File: src/logic/ccirq_pkg.sv
package ccirq_pkg;

  // register offsets
  localparam logic [7:0] ADDR_LVL1_STATUS    = 8'h02;
  localparam logic [7:0] ADDR_CHG_STATUS     = 8'h0A;
  localparam logic [7:0] ADDR_PORT0_STATUS   = 8'h0B;
  localparam logic [7:0] ADDR_PORT1_STATUS   = 8'h0C;
  localparam logic [7:0] ADDR_LVL1_MASK      = 8'h0E;
  localparam logic [7:0] ADDR_CHG_MASK_ACT   = 8'h17;
  localparam logic [7:0] ADDR_CHG_MASK_SLP   = 8'h18;
  localparam logic [7:0] ADDR_PORT0_MASK_ACT = 8'h19;
  localparam logic [7:0] ADDR_PORT1_MASK_ACT = 8'h1A;
  localparam logic [7:0] ADDR_PORT0_MASK_SLP = 8'h1B;
  localparam logic [7:0] ADDR_PORT1_MASK_SLP = 8'h1C;

  // reset values
  localparam logic [7:0] STATUS_RST    = 8'h00;
  localparam logic [7:0] PORT_MASK_RST = 8'hFF;
  localparam logic       CHG_MASK_RST  = 1'h1;
  localparam logic [6:0] LVL1_MASK_RST = 7'h7F;

  // field positions
  localparam int CHG_EVENT_BIT  = 0;
  localparam int LVL1_CHRG_BIT  = 4;
  localparam int LVL1_GPIO_BIT  = 5;
  localparam int LVL1_MASK_BITS = 7;

  // current limit codes
  localparam logic [1:0] LIMIT_DCP     = 2'h0;
  localparam logic [1:0] LIMIT_100MA   = 2'h1;
  localparam logic [1:0] LIMIT_500MA   = 2'h3;
  localparam logic [1:0] LIMIT_ADAPTER = 2'h2;

  // sequencer power state, gray coded along the sleep path
  typedef enum logic [1:0] {
    PWR_S0   = 2'h0,
    PWR_S0IX = 2'h1,
    PWR_S3   = 2'h3,
    PWR_S4   = 2'h2
  } ccirq_pwr_e;

endpackage

File: src/logic/ccirq_ctrl.sv
// How it works
// - the limit code is 01 for a 100mA USB port, 11 for a 500mA port and 10 on an adapter.
// - a drop of the adapter sense moves the limit code on the third update, after two synchroniser stages.
// - a falling edge of the charger alert sets charger status bit 0 unless masked.
// - every source has one mask set for S0 and one for the sleep states.
// - mask bit 1 masks; port masks hold pin n at bit n and reset to FF, charger masks to 01.
// - an unmasked source status propagates to its sub-block bit in the first level.
// - the irq output is high while any unmasked first-level bit is set.
// - the first-level status register carries one bit per interrupting sub-block.
// - a first-level mask bit blocks both the first-level bit and the irq output.
// - first-level bits cannot be written; they fall once their source bits are cleared.
// - the irq output drops once no unmasked first-level bit remains.
// - source status bits clear on a write of 1, a 0 leaves them alone.
// - a masked source neither sets its status bit nor reaches the first level.
// - a set in the same cycle as a clear wins, the SoC must clear again.
`timescale 1ns/10ps
module ccirq_ctrl (
  // clock and reset
  input  wire logic                  clock,
  input  wire logic                  nrst,
  input  wire logic                  ce,
  // register port from the serial front end
  input  wire logic [7:0]            regAddr,
  input  wire logic                  regWrite,
  input  wire logic                  regRead,
  input  wire logic [7:0]            regWData,
  output logic      [7:0]            regRData,
  // sequencer and gpio block
  input  wire ccirq_pkg::ccirq_pwr_e powerState,
  input  wire logic [15:0]           gpioEvent,
  input  wire logic                  usbHighPower,
  // charger pins
  input  wire logic                  chargerAlertN,
  input  wire logic                  usbChargerDetectN,
  input  wire logic                  adapterSense,
  output logic [1:0]                 currentLimitCode,
  // SoC interrupt
  output logic                       irqOut
);

  logic       chgStatus_reg, chgStatus_next;
  logic [15:0] portStatus_reg, portStatus_next;
  logic       chgMaskAct_reg, chgMaskAct_next;
  logic       chgMaskSlp_reg, chgMaskSlp_next;
  logic [15:0] portMaskAct_reg, portMaskAct_next;
  logic [15:0] portMaskSlp_reg, portMaskSlp_next;
  logic [6:0] lvl1Mask_reg, lvl1Mask_next;
  logic [7:0] lvl1Status_reg, lvl1Status_next;
  logic       irq_reg, irq_next;
  logic [1:0] limit_reg, limit_next;
  logic [7:0] rdata_reg, rdata_next;

  logic [2:0] pinLevel;
  logic [2:0] pinFall;
  logic       sleepSel;
  logic       chgMaskCur;
  logic [15:0] portMaskCur;
  logic       chgPending;
  logic       portPending;

  function automatic logic wrHit(input logic we, input logic [7:0] a, input logic [7:0] t);
    wrHit = we && (a == t);
  endfunction

  ccirq_sync #(
    .WIDTH     (3),
    .RESET_VAL (3'h7)
  ) pinSync (
    .clock (clock),
    .nrst  (nrst),
    .ce    (ce),
    .pinIn ({adapterSense, usbChargerDetectN, chargerAlertN}),
    .level (pinLevel),
    .fall  (pinFall)
  );

  always_comb
  begin
    sleepSel    = (powerState != ccirq_pkg::PWR_S0);
    chgMaskCur  = sleepSel ? chgMaskSlp_reg : chgMaskAct_reg;
    portMaskCur = sleepSel ? portMaskSlp_reg : portMaskAct_reg;

    // source status: set wins over a clear in the same cycle
    chgStatus_next = chgStatus_reg;
    if (wrHit(regWrite, regAddr, ccirq_pkg::ADDR_CHG_STATUS)
        && regWData[ccirq_pkg::CHG_EVENT_BIT])
      chgStatus_next = 1'b0;
    if (pinFall[0] && !chgMaskCur)
      chgStatus_next = 1'b1;

    portStatus_next = portStatus_reg;
    if (wrHit(regWrite, regAddr, ccirq_pkg::ADDR_PORT0_STATUS))
      portStatus_next[7:0] = portStatus_reg[7:0] & ~regWData;
    if (wrHit(regWrite, regAddr, ccirq_pkg::ADDR_PORT1_STATUS))
      portStatus_next[15:8] = portStatus_reg[15:8] & ~regWData;
    portStatus_next = portStatus_next | (gpioEvent & ~portMaskCur);

    // masks
    chgMaskAct_next  = chgMaskAct_reg;
    chgMaskSlp_next  = chgMaskSlp_reg;
    portMaskAct_next = portMaskAct_reg;
    portMaskSlp_next = portMaskSlp_reg;
    lvl1Mask_next    = lvl1Mask_reg;
    if (wrHit(regWrite, regAddr, ccirq_pkg::ADDR_CHG_MASK_ACT))
      chgMaskAct_next = regWData[ccirq_pkg::CHG_EVENT_BIT];
    if (wrHit(regWrite, regAddr, ccirq_pkg::ADDR_CHG_MASK_SLP))
      chgMaskSlp_next = regWData[ccirq_pkg::CHG_EVENT_BIT];
    if (wrHit(regWrite, regAddr, ccirq_pkg::ADDR_PORT0_MASK_ACT))
      portMaskAct_next[7:0] = regWData;
    if (wrHit(regWrite, regAddr, ccirq_pkg::ADDR_PORT1_MASK_ACT))
      portMaskAct_next[15:8] = regWData;
    if (wrHit(regWrite, regAddr, ccirq_pkg::ADDR_PORT0_MASK_SLP))
      portMaskSlp_next[7:0] = regWData;
    if (wrHit(regWrite, regAddr, ccirq_pkg::ADDR_PORT1_MASK_SLP))
      portMaskSlp_next[15:8] = regWData;
    if (wrHit(regWrite, regAddr, ccirq_pkg::ADDR_LVL1_MASK))
      lvl1Mask_next = regWData[ccirq_pkg::LVL1_MASK_BITS-1:0];

    // first level follows the pending sources; a write to it does nothing
    chgPending  = chgStatus_next & ~chgMaskCur;
    portPending = |(portStatus_next & ~portMaskCur);
    lvl1Status_next = ccirq_pkg::STATUS_RST;
    lvl1Status_next[ccirq_pkg::LVL1_CHRG_BIT] =
      chgPending && !lvl1Mask_next[ccirq_pkg::LVL1_CHRG_BIT];
    lvl1Status_next[ccirq_pkg::LVL1_GPIO_BIT] =
      portPending && !lvl1Mask_next[ccirq_pkg::LVL1_GPIO_BIT];
    irq_next = |lvl1Status_next;

    // adapter beats usb; a falling synchronised sense switches the code on the next clock
    if (pinLevel[2])
      limit_next = ccirq_pkg::LIMIT_ADAPTER;
    else if (!pinLevel[1])
      limit_next = ccirq_pkg::LIMIT_DCP;
    else if (usbHighPower)
      limit_next = ccirq_pkg::LIMIT_500MA;
    else
      limit_next = ccirq_pkg::LIMIT_100MA;

    // read data holds until the next read
    rdata_next = rdata_reg;
    if (regRead)
    begin
      case (regAddr)
        ccirq_pkg::ADDR_LVL1_STATUS:    rdata_next = lvl1Status_reg;
        ccirq_pkg::ADDR_CHG_STATUS:     rdata_next = {7'h00, chgStatus_reg};
        ccirq_pkg::ADDR_PORT0_STATUS:   rdata_next = portStatus_reg[7:0];
        ccirq_pkg::ADDR_PORT1_STATUS:   rdata_next = portStatus_reg[15:8];
        ccirq_pkg::ADDR_LVL1_MASK:      rdata_next = {1'b0, lvl1Mask_reg};
        ccirq_pkg::ADDR_CHG_MASK_ACT:   rdata_next = {7'h00, chgMaskAct_reg};
        ccirq_pkg::ADDR_CHG_MASK_SLP:   rdata_next = {7'h00, chgMaskSlp_reg};
        ccirq_pkg::ADDR_PORT0_MASK_ACT: rdata_next = portMaskAct_reg[7:0];
        ccirq_pkg::ADDR_PORT1_MASK_ACT: rdata_next = portMaskAct_reg[15:8];
        ccirq_pkg::ADDR_PORT0_MASK_SLP: rdata_next = portMaskSlp_reg[7:0];
        ccirq_pkg::ADDR_PORT1_MASK_SLP: rdata_next = portMaskSlp_reg[15:8];
        default:                        rdata_next = 8'h00;
      endcase
    end
  end

  always_ff @(posedge clock)
  begin
    if (!nrst)
    begin
      chgStatus_reg   <= 1'b0;
      portStatus_reg  <= {ccirq_pkg::STATUS_RST, ccirq_pkg::STATUS_RST};
      chgMaskAct_reg  <= ccirq_pkg::CHG_MASK_RST;
      chgMaskSlp_reg  <= ccirq_pkg::CHG_MASK_RST;
      portMaskAct_reg <= {ccirq_pkg::PORT_MASK_RST, ccirq_pkg::PORT_MASK_RST};
      portMaskSlp_reg <= {ccirq_pkg::PORT_MASK_RST, ccirq_pkg::PORT_MASK_RST};
      lvl1Mask_reg    <= ccirq_pkg::LVL1_MASK_RST;
      lvl1Status_reg  <= ccirq_pkg::STATUS_RST;
      irq_reg         <= 1'b0;
      limit_reg       <= ccirq_pkg::LIMIT_100MA;
      rdata_reg       <= 8'h00;
    end
    else if (ce)
    begin
      chgStatus_reg   <= chgStatus_next;
      portStatus_reg  <= portStatus_next;
      chgMaskAct_reg  <= chgMaskAct_next;
      chgMaskSlp_reg  <= chgMaskSlp_next;
      portMaskAct_reg <= portMaskAct_next;
      portMaskSlp_reg <= portMaskSlp_next;
      lvl1Mask_reg    <= lvl1Mask_next;
      lvl1Status_reg  <= lvl1Status_next;
      irq_reg         <= irq_next;
      limit_reg       <= limit_next;
      rdata_reg       <= rdata_next;
    end
  end

  assign regRData         = rdata_reg;
  assign irqOut           = irq_reg;
  assign currentLimitCode = limit_reg;

endmodule // ccirq_ctrl

File: src/logic/ccirq_sync.sv
`timescale 1ns/10ps
module ccirq_sync #(
  parameter int         WIDTH     = 1,
  parameter logic [2:0] RESET_VAL = 3'h7
) (
  // clock and reset
  input  wire logic             clock,
  input  wire logic             nrst,
  input  wire logic             ce,
  // pins
  input  wire logic [WIDTH-1:0] pinIn,
  // synchronised view
  output logic      [WIDTH-1:0] level,
  output logic      [WIDTH-1:0] fall
);

  logic [WIDTH-1:0] meta_reg;
  logic [WIDTH-1:0] stable_reg;
  logic [WIDTH-1:0] last_reg;

  always_ff @(posedge clock)
  begin
    if (!nrst)
    begin
      meta_reg   <= {WIDTH{RESET_VAL[0]}};
      stable_reg <= {WIDTH{RESET_VAL[1]}};
      last_reg   <= {WIDTH{RESET_VAL[2]}};
    end
    else if (ce)
    begin
      meta_reg   <= pinIn;
      stable_reg <= meta_reg;
      last_reg   <= stable_reg;
    end
  end

  // edge detection compares the second and third stages, never meta_reg
  assign level = stable_reg;
  assign fall  = last_reg & ~stable_reg & {WIDTH{ce}};

endmodule // ccirq_sync

File: config.mk
export PLATFORM = sky130hd
export DESIGN_NAME = ccirq_ctrl
export DESIGN_NICKNAME = d
export VERILOG_FILES = /design/src/logic/ccirq_pkg.sv /design/src/logic/ccirq_ctrl.sv /design/src/logic/ccirq_sync.sv
export SDC_FILE = /design/constraint.sdc
export NUM_CORES = 1
export LEC_CHECK = 0
export ABC_CLOCK_PERIOD_IN_PS = 2400
export BUFFER_PORTS_ARGS = -buffer_cell sky130_fd_sc_hd__buf_4
export CAP_MARGIN = 40
export CORE_MARGIN = 8
export CORE_UTILIZATION = 45
export CTS_BUF_LIST = sky130_fd_sc_hd__clkbuf_2 sky130_fd_sc_hd__clkbuf_4 sky130_fd_sc_hd__clkbuf_8
export DETAILED_ROUTE_END_ITERATION = 7
export GPL_TIMING_DRIVEN = 1
export PLACE_DENSITY = 0.63
export SYNTH_ARGS = -nofsm -noshare
export SYNTH_HDL_FRONTEND = slang
export SYNTH_SLANG_ARGS = --single-unit
export TNS_END_PERCENT = 1
File: constraint.sdc
create_clock -name clock -period 2.4 [get_ports clock]
set_clock_uncertainty 0.15 [all_clocks]
set_input_delay 0.48 -clock clock [delete_from_list [all_inputs] [get_ports clock]]
set_output_delay 0.48 -clock clock [all_outputs]
set_load 0.01 [all_outputs]
==> results by group <==
Final layout
  – Diode count: 0
  – Post-Route Utilization: 0.575
  – Synth-to-Final Area Change: 24.1%
  – Proportion of layout cells with a drive suffix above 1: 0.260
  – # nets final: 601
  – Most frequent cells in the layout: buf_4, nand2_1, dfxtp_1
  – Finished Layout Cells: 670
  – Design area: about 5000 um2
  – Commonest non-fill, non-tap cell in the layout: buf_4

Synth
  – Netlist Area Pre-Place: 4050 um2
  – Synthesis-stage register bit count: 78
  – Top cell type's share of synthesized area: 0.386
  – Synth warn: 0
  – Main flop type after synthesis: dfxtp_1
  – EDFF count, synth: 0
  – Syn_area_per_cell: 8.53 um2
  – Syn nets: 517
  – Post-synth cell types: 48
  – Largest cells by area after synthesis: dfxtp_1, mux2i_1, nand2_1, a32oi_1, nor2_1
  – Largest area contributor in the netlist: dfxtp_1
  – Cell count after synthesis: 474
  – Post-synthesis async set-or-reset flop share: 0
  – Register area share after synthesis: 0.386

Clocking
  – # resized after CTS: 0
  – Postcts setup bufs: 0
  – # hold bufs at CTS: 0
  – Clock Tree Buf Depth: 2
  – Worst skew pair latency: about 0.36 ns
  – H-tree levels: 3
  – Clock buffer count from CTS: 9
  – Root Buffer: clkbuf_8
  – CTS Sinks: 78
  – Clk slew on worst S/H paths: approximately 0.08 ns
  – CTS tree: done

Status
  – Status: finished clean

Routing
  – DRT Wirelength: 13.7 mm
  – 1st-iter DRT viols: 350
  – DR WL met3: 1.14 mm
  – M1 wire length: between 6 and 7 mm
  – Final ANT Viol Nets: 0
  – Top Layer Used: met4
  – Met2 routed WL: 5.95 mm
  – Via Count: between 4,000 and 5,000
  – Via-per-instance ratio: 6.09
  – WL per Instance: 20.4 um
  – DRT Pass-1 Iters: 5
  – DR DRC count: 0

Floorplan
  – Die Area: about 12,000 um2
  – CORE AREA: 8720 um2
  – Die width: 111 um
  – Starting Density: 0.464
  – Top-Level Pins: 54
  – FP Rows: 34
  – DIE HEIGHT: 111 um

Pwr
  – PD cells: 504 nW/um2
  – Leak pwr: between 1.5 and 2 nW
  – Max VDD drop: 0.234 mV

Critical path
  – CP Class: in -> reg
  – Reg2Reg Capture Point: irqOut$_SDFFE_PN0P_
  – CP Cell Sequence: buf_4 > or4_4 > or4_4 > a2111oi_4 > o211ai_1 > o211ai_1
  – Slowest-stage cell, CP: or4_4
  – CP required: 2.52 ns
  – RR Startpoint: portMaskSlp_reg[11]$_SDFFE_PN1P_
  – Crit start category: primary input
  – Crit-path leading delay family: simple AND/OR/NAND/NOR gates
  – Critical Path AT: between 2 and 2.5 ns
  – CP endpoint kind: flop
  – R2R cell count: 7
  – Crit Path Max Fanout: 3
  – FF-to-FF setup slack: ~0.29 ns
  – Crit-path max cell delay: 0.60 ns
  – Crit path buf inv count: 1

Hold path
  – Hold path endpoint: pinSync.meta_reg[2]$_SDFFE_PN1P_
  – Hold Crit Class: in -> reg
  – Hold wc startpoint: adapterSense
  – Hold Crit Depth: 3

Timing
  – Max Clk Rate: 444 MHz
  – Max_slew headroom: 0.668
  – Actual slew at the worst max-slew pin: 0.491 ns
  – Final period utilization: 0.937
  – Minimum clock period: about 2.2 ns
  – Final hold violation count: 0
  – Setup-failing EPs final: 0
  – RSZ-0062 raised after global routing: false
  – Slew Limit Fails: 0
  – Final setup TNS: 0 ns

Place
  – Buffers on Ports: 53
  – Post-Place Cells: 655
  – Placed instance area: between 4000 and 5000 um2
  – Hpwl dp: 10.3 mm
  – Gpl congestion: 0.930

Global routing
  – GR Overflow Total: 0
  – Global-route wire length before repair: approximately 21 mm
  – Largest net degree at the start of global routing: 39
  – Number of global-route vias before repair: 3,908
  – Total track usage: 0.213
  – Antenna violations before repair: 0

Flow run
  – MaxCap Viol Count: 0
## where the power goes
group | switching (mW) | leakage (nW) | internal, mW
logic | 0.189 | 1.27 | 0.147
registers | 0.0112 | 0.634 | 1.31
clock network | 0.501 | 0.0813 | 0.367
total | 0.701 | 1.99 | 1.83
## worst min-delay path, delay by kind of cell
kind | cells | cell delay [ns]
and+or+nand+nor | 1 | 0.06
buffers and inverters | 1 | 0.08
muxes | 1 | 0.05
## worst max path at each step
stage               startpoint                              to  slack (ns)  cells after the start
floorplan           regAddr[5]             irqOut$_SDFFE_PN0P_        0.01                      7
global placement    regAddr[5]             irqOut$_SDFFE_PN0P_       -0.17                      7
detailed placement  regAddr[5]  lvl1Status_reg[5]$_SDFFE_PN0P_       -0.21                      7
CTS                 regAddr[5]             irqOut$_SDFFE_PN0P_        0.16                      7
global route        regAddr[5]             irqOut$_SDFFE_PN0P_        0.04                      7
finish              regAddr[5]  lvl1Status_reg[5]$_SDFFE_PN0P_        0.15                      6
## per-stage QoR
step           power [mW]  setup slack [ns]  hold WS [ns]
6_report             2.53             0.150         0.196
5_1_grt              2.61            0.0350         0.203
3_3_place_gp         1.68            -0.167         0.300
3_5_place_dp         1.68            -0.211         0.314
2_1_floorplan        1.51            0.0130         0.290
4_1_cts              2.53             0.158         0.194
## cell families (layout without fill, tap and decap cells)
kind of cell           count (synthesis)  after routing  share of synthesized area
buffers and inverters                 50            138                     0.0501
and+or+nand+nor                      167            167                      0.192
DFF                                   78             78                      0.386
muxes                                 63             63                      0.162
AOI/OAI and AO/OA                    116            116                      0.210
## per-layer routing
layer | up-vias | global-route usage
met5 | - | 0
met4 | 0 | 0.0775
met3 | 29 | 0.0444
met2 | 206 | 0.318
met1 | 1948 | 0.294
li1 | 1898 | -
## cells in the mapped netlist, drive strengths merged, types with 3 or more instances
library cell	count
a2111oi	3
a21oi	21
a221oi	7
a22oi	6
a31oi	9
a32oi	16
buf	9
clkbuf	27
dfxtp	78
inv	14
mux2	10
mux2i	52
nand2	82
nand2b	5
nand3	8
nand4	3
nand4b	6
nor2	35
nor2b	4
nor3	7
o211ai	11
o21a	3
o21ai	20
o221ai	8
or3	4
or4	5
## area by class of cell
class | count | area [um2]
well taps | 108 | 135
inverters | 14 | 52.6
repair buffers | 109 | 818
flip-flops and latches | 78 | 1560
multi-input cells | 346 | 2290
clock inverters | 6 | 38.8
clock buffers | 9 | 124
fillers | 806 | 3700
Note: power is estimated with default switching activity, not from simulation.
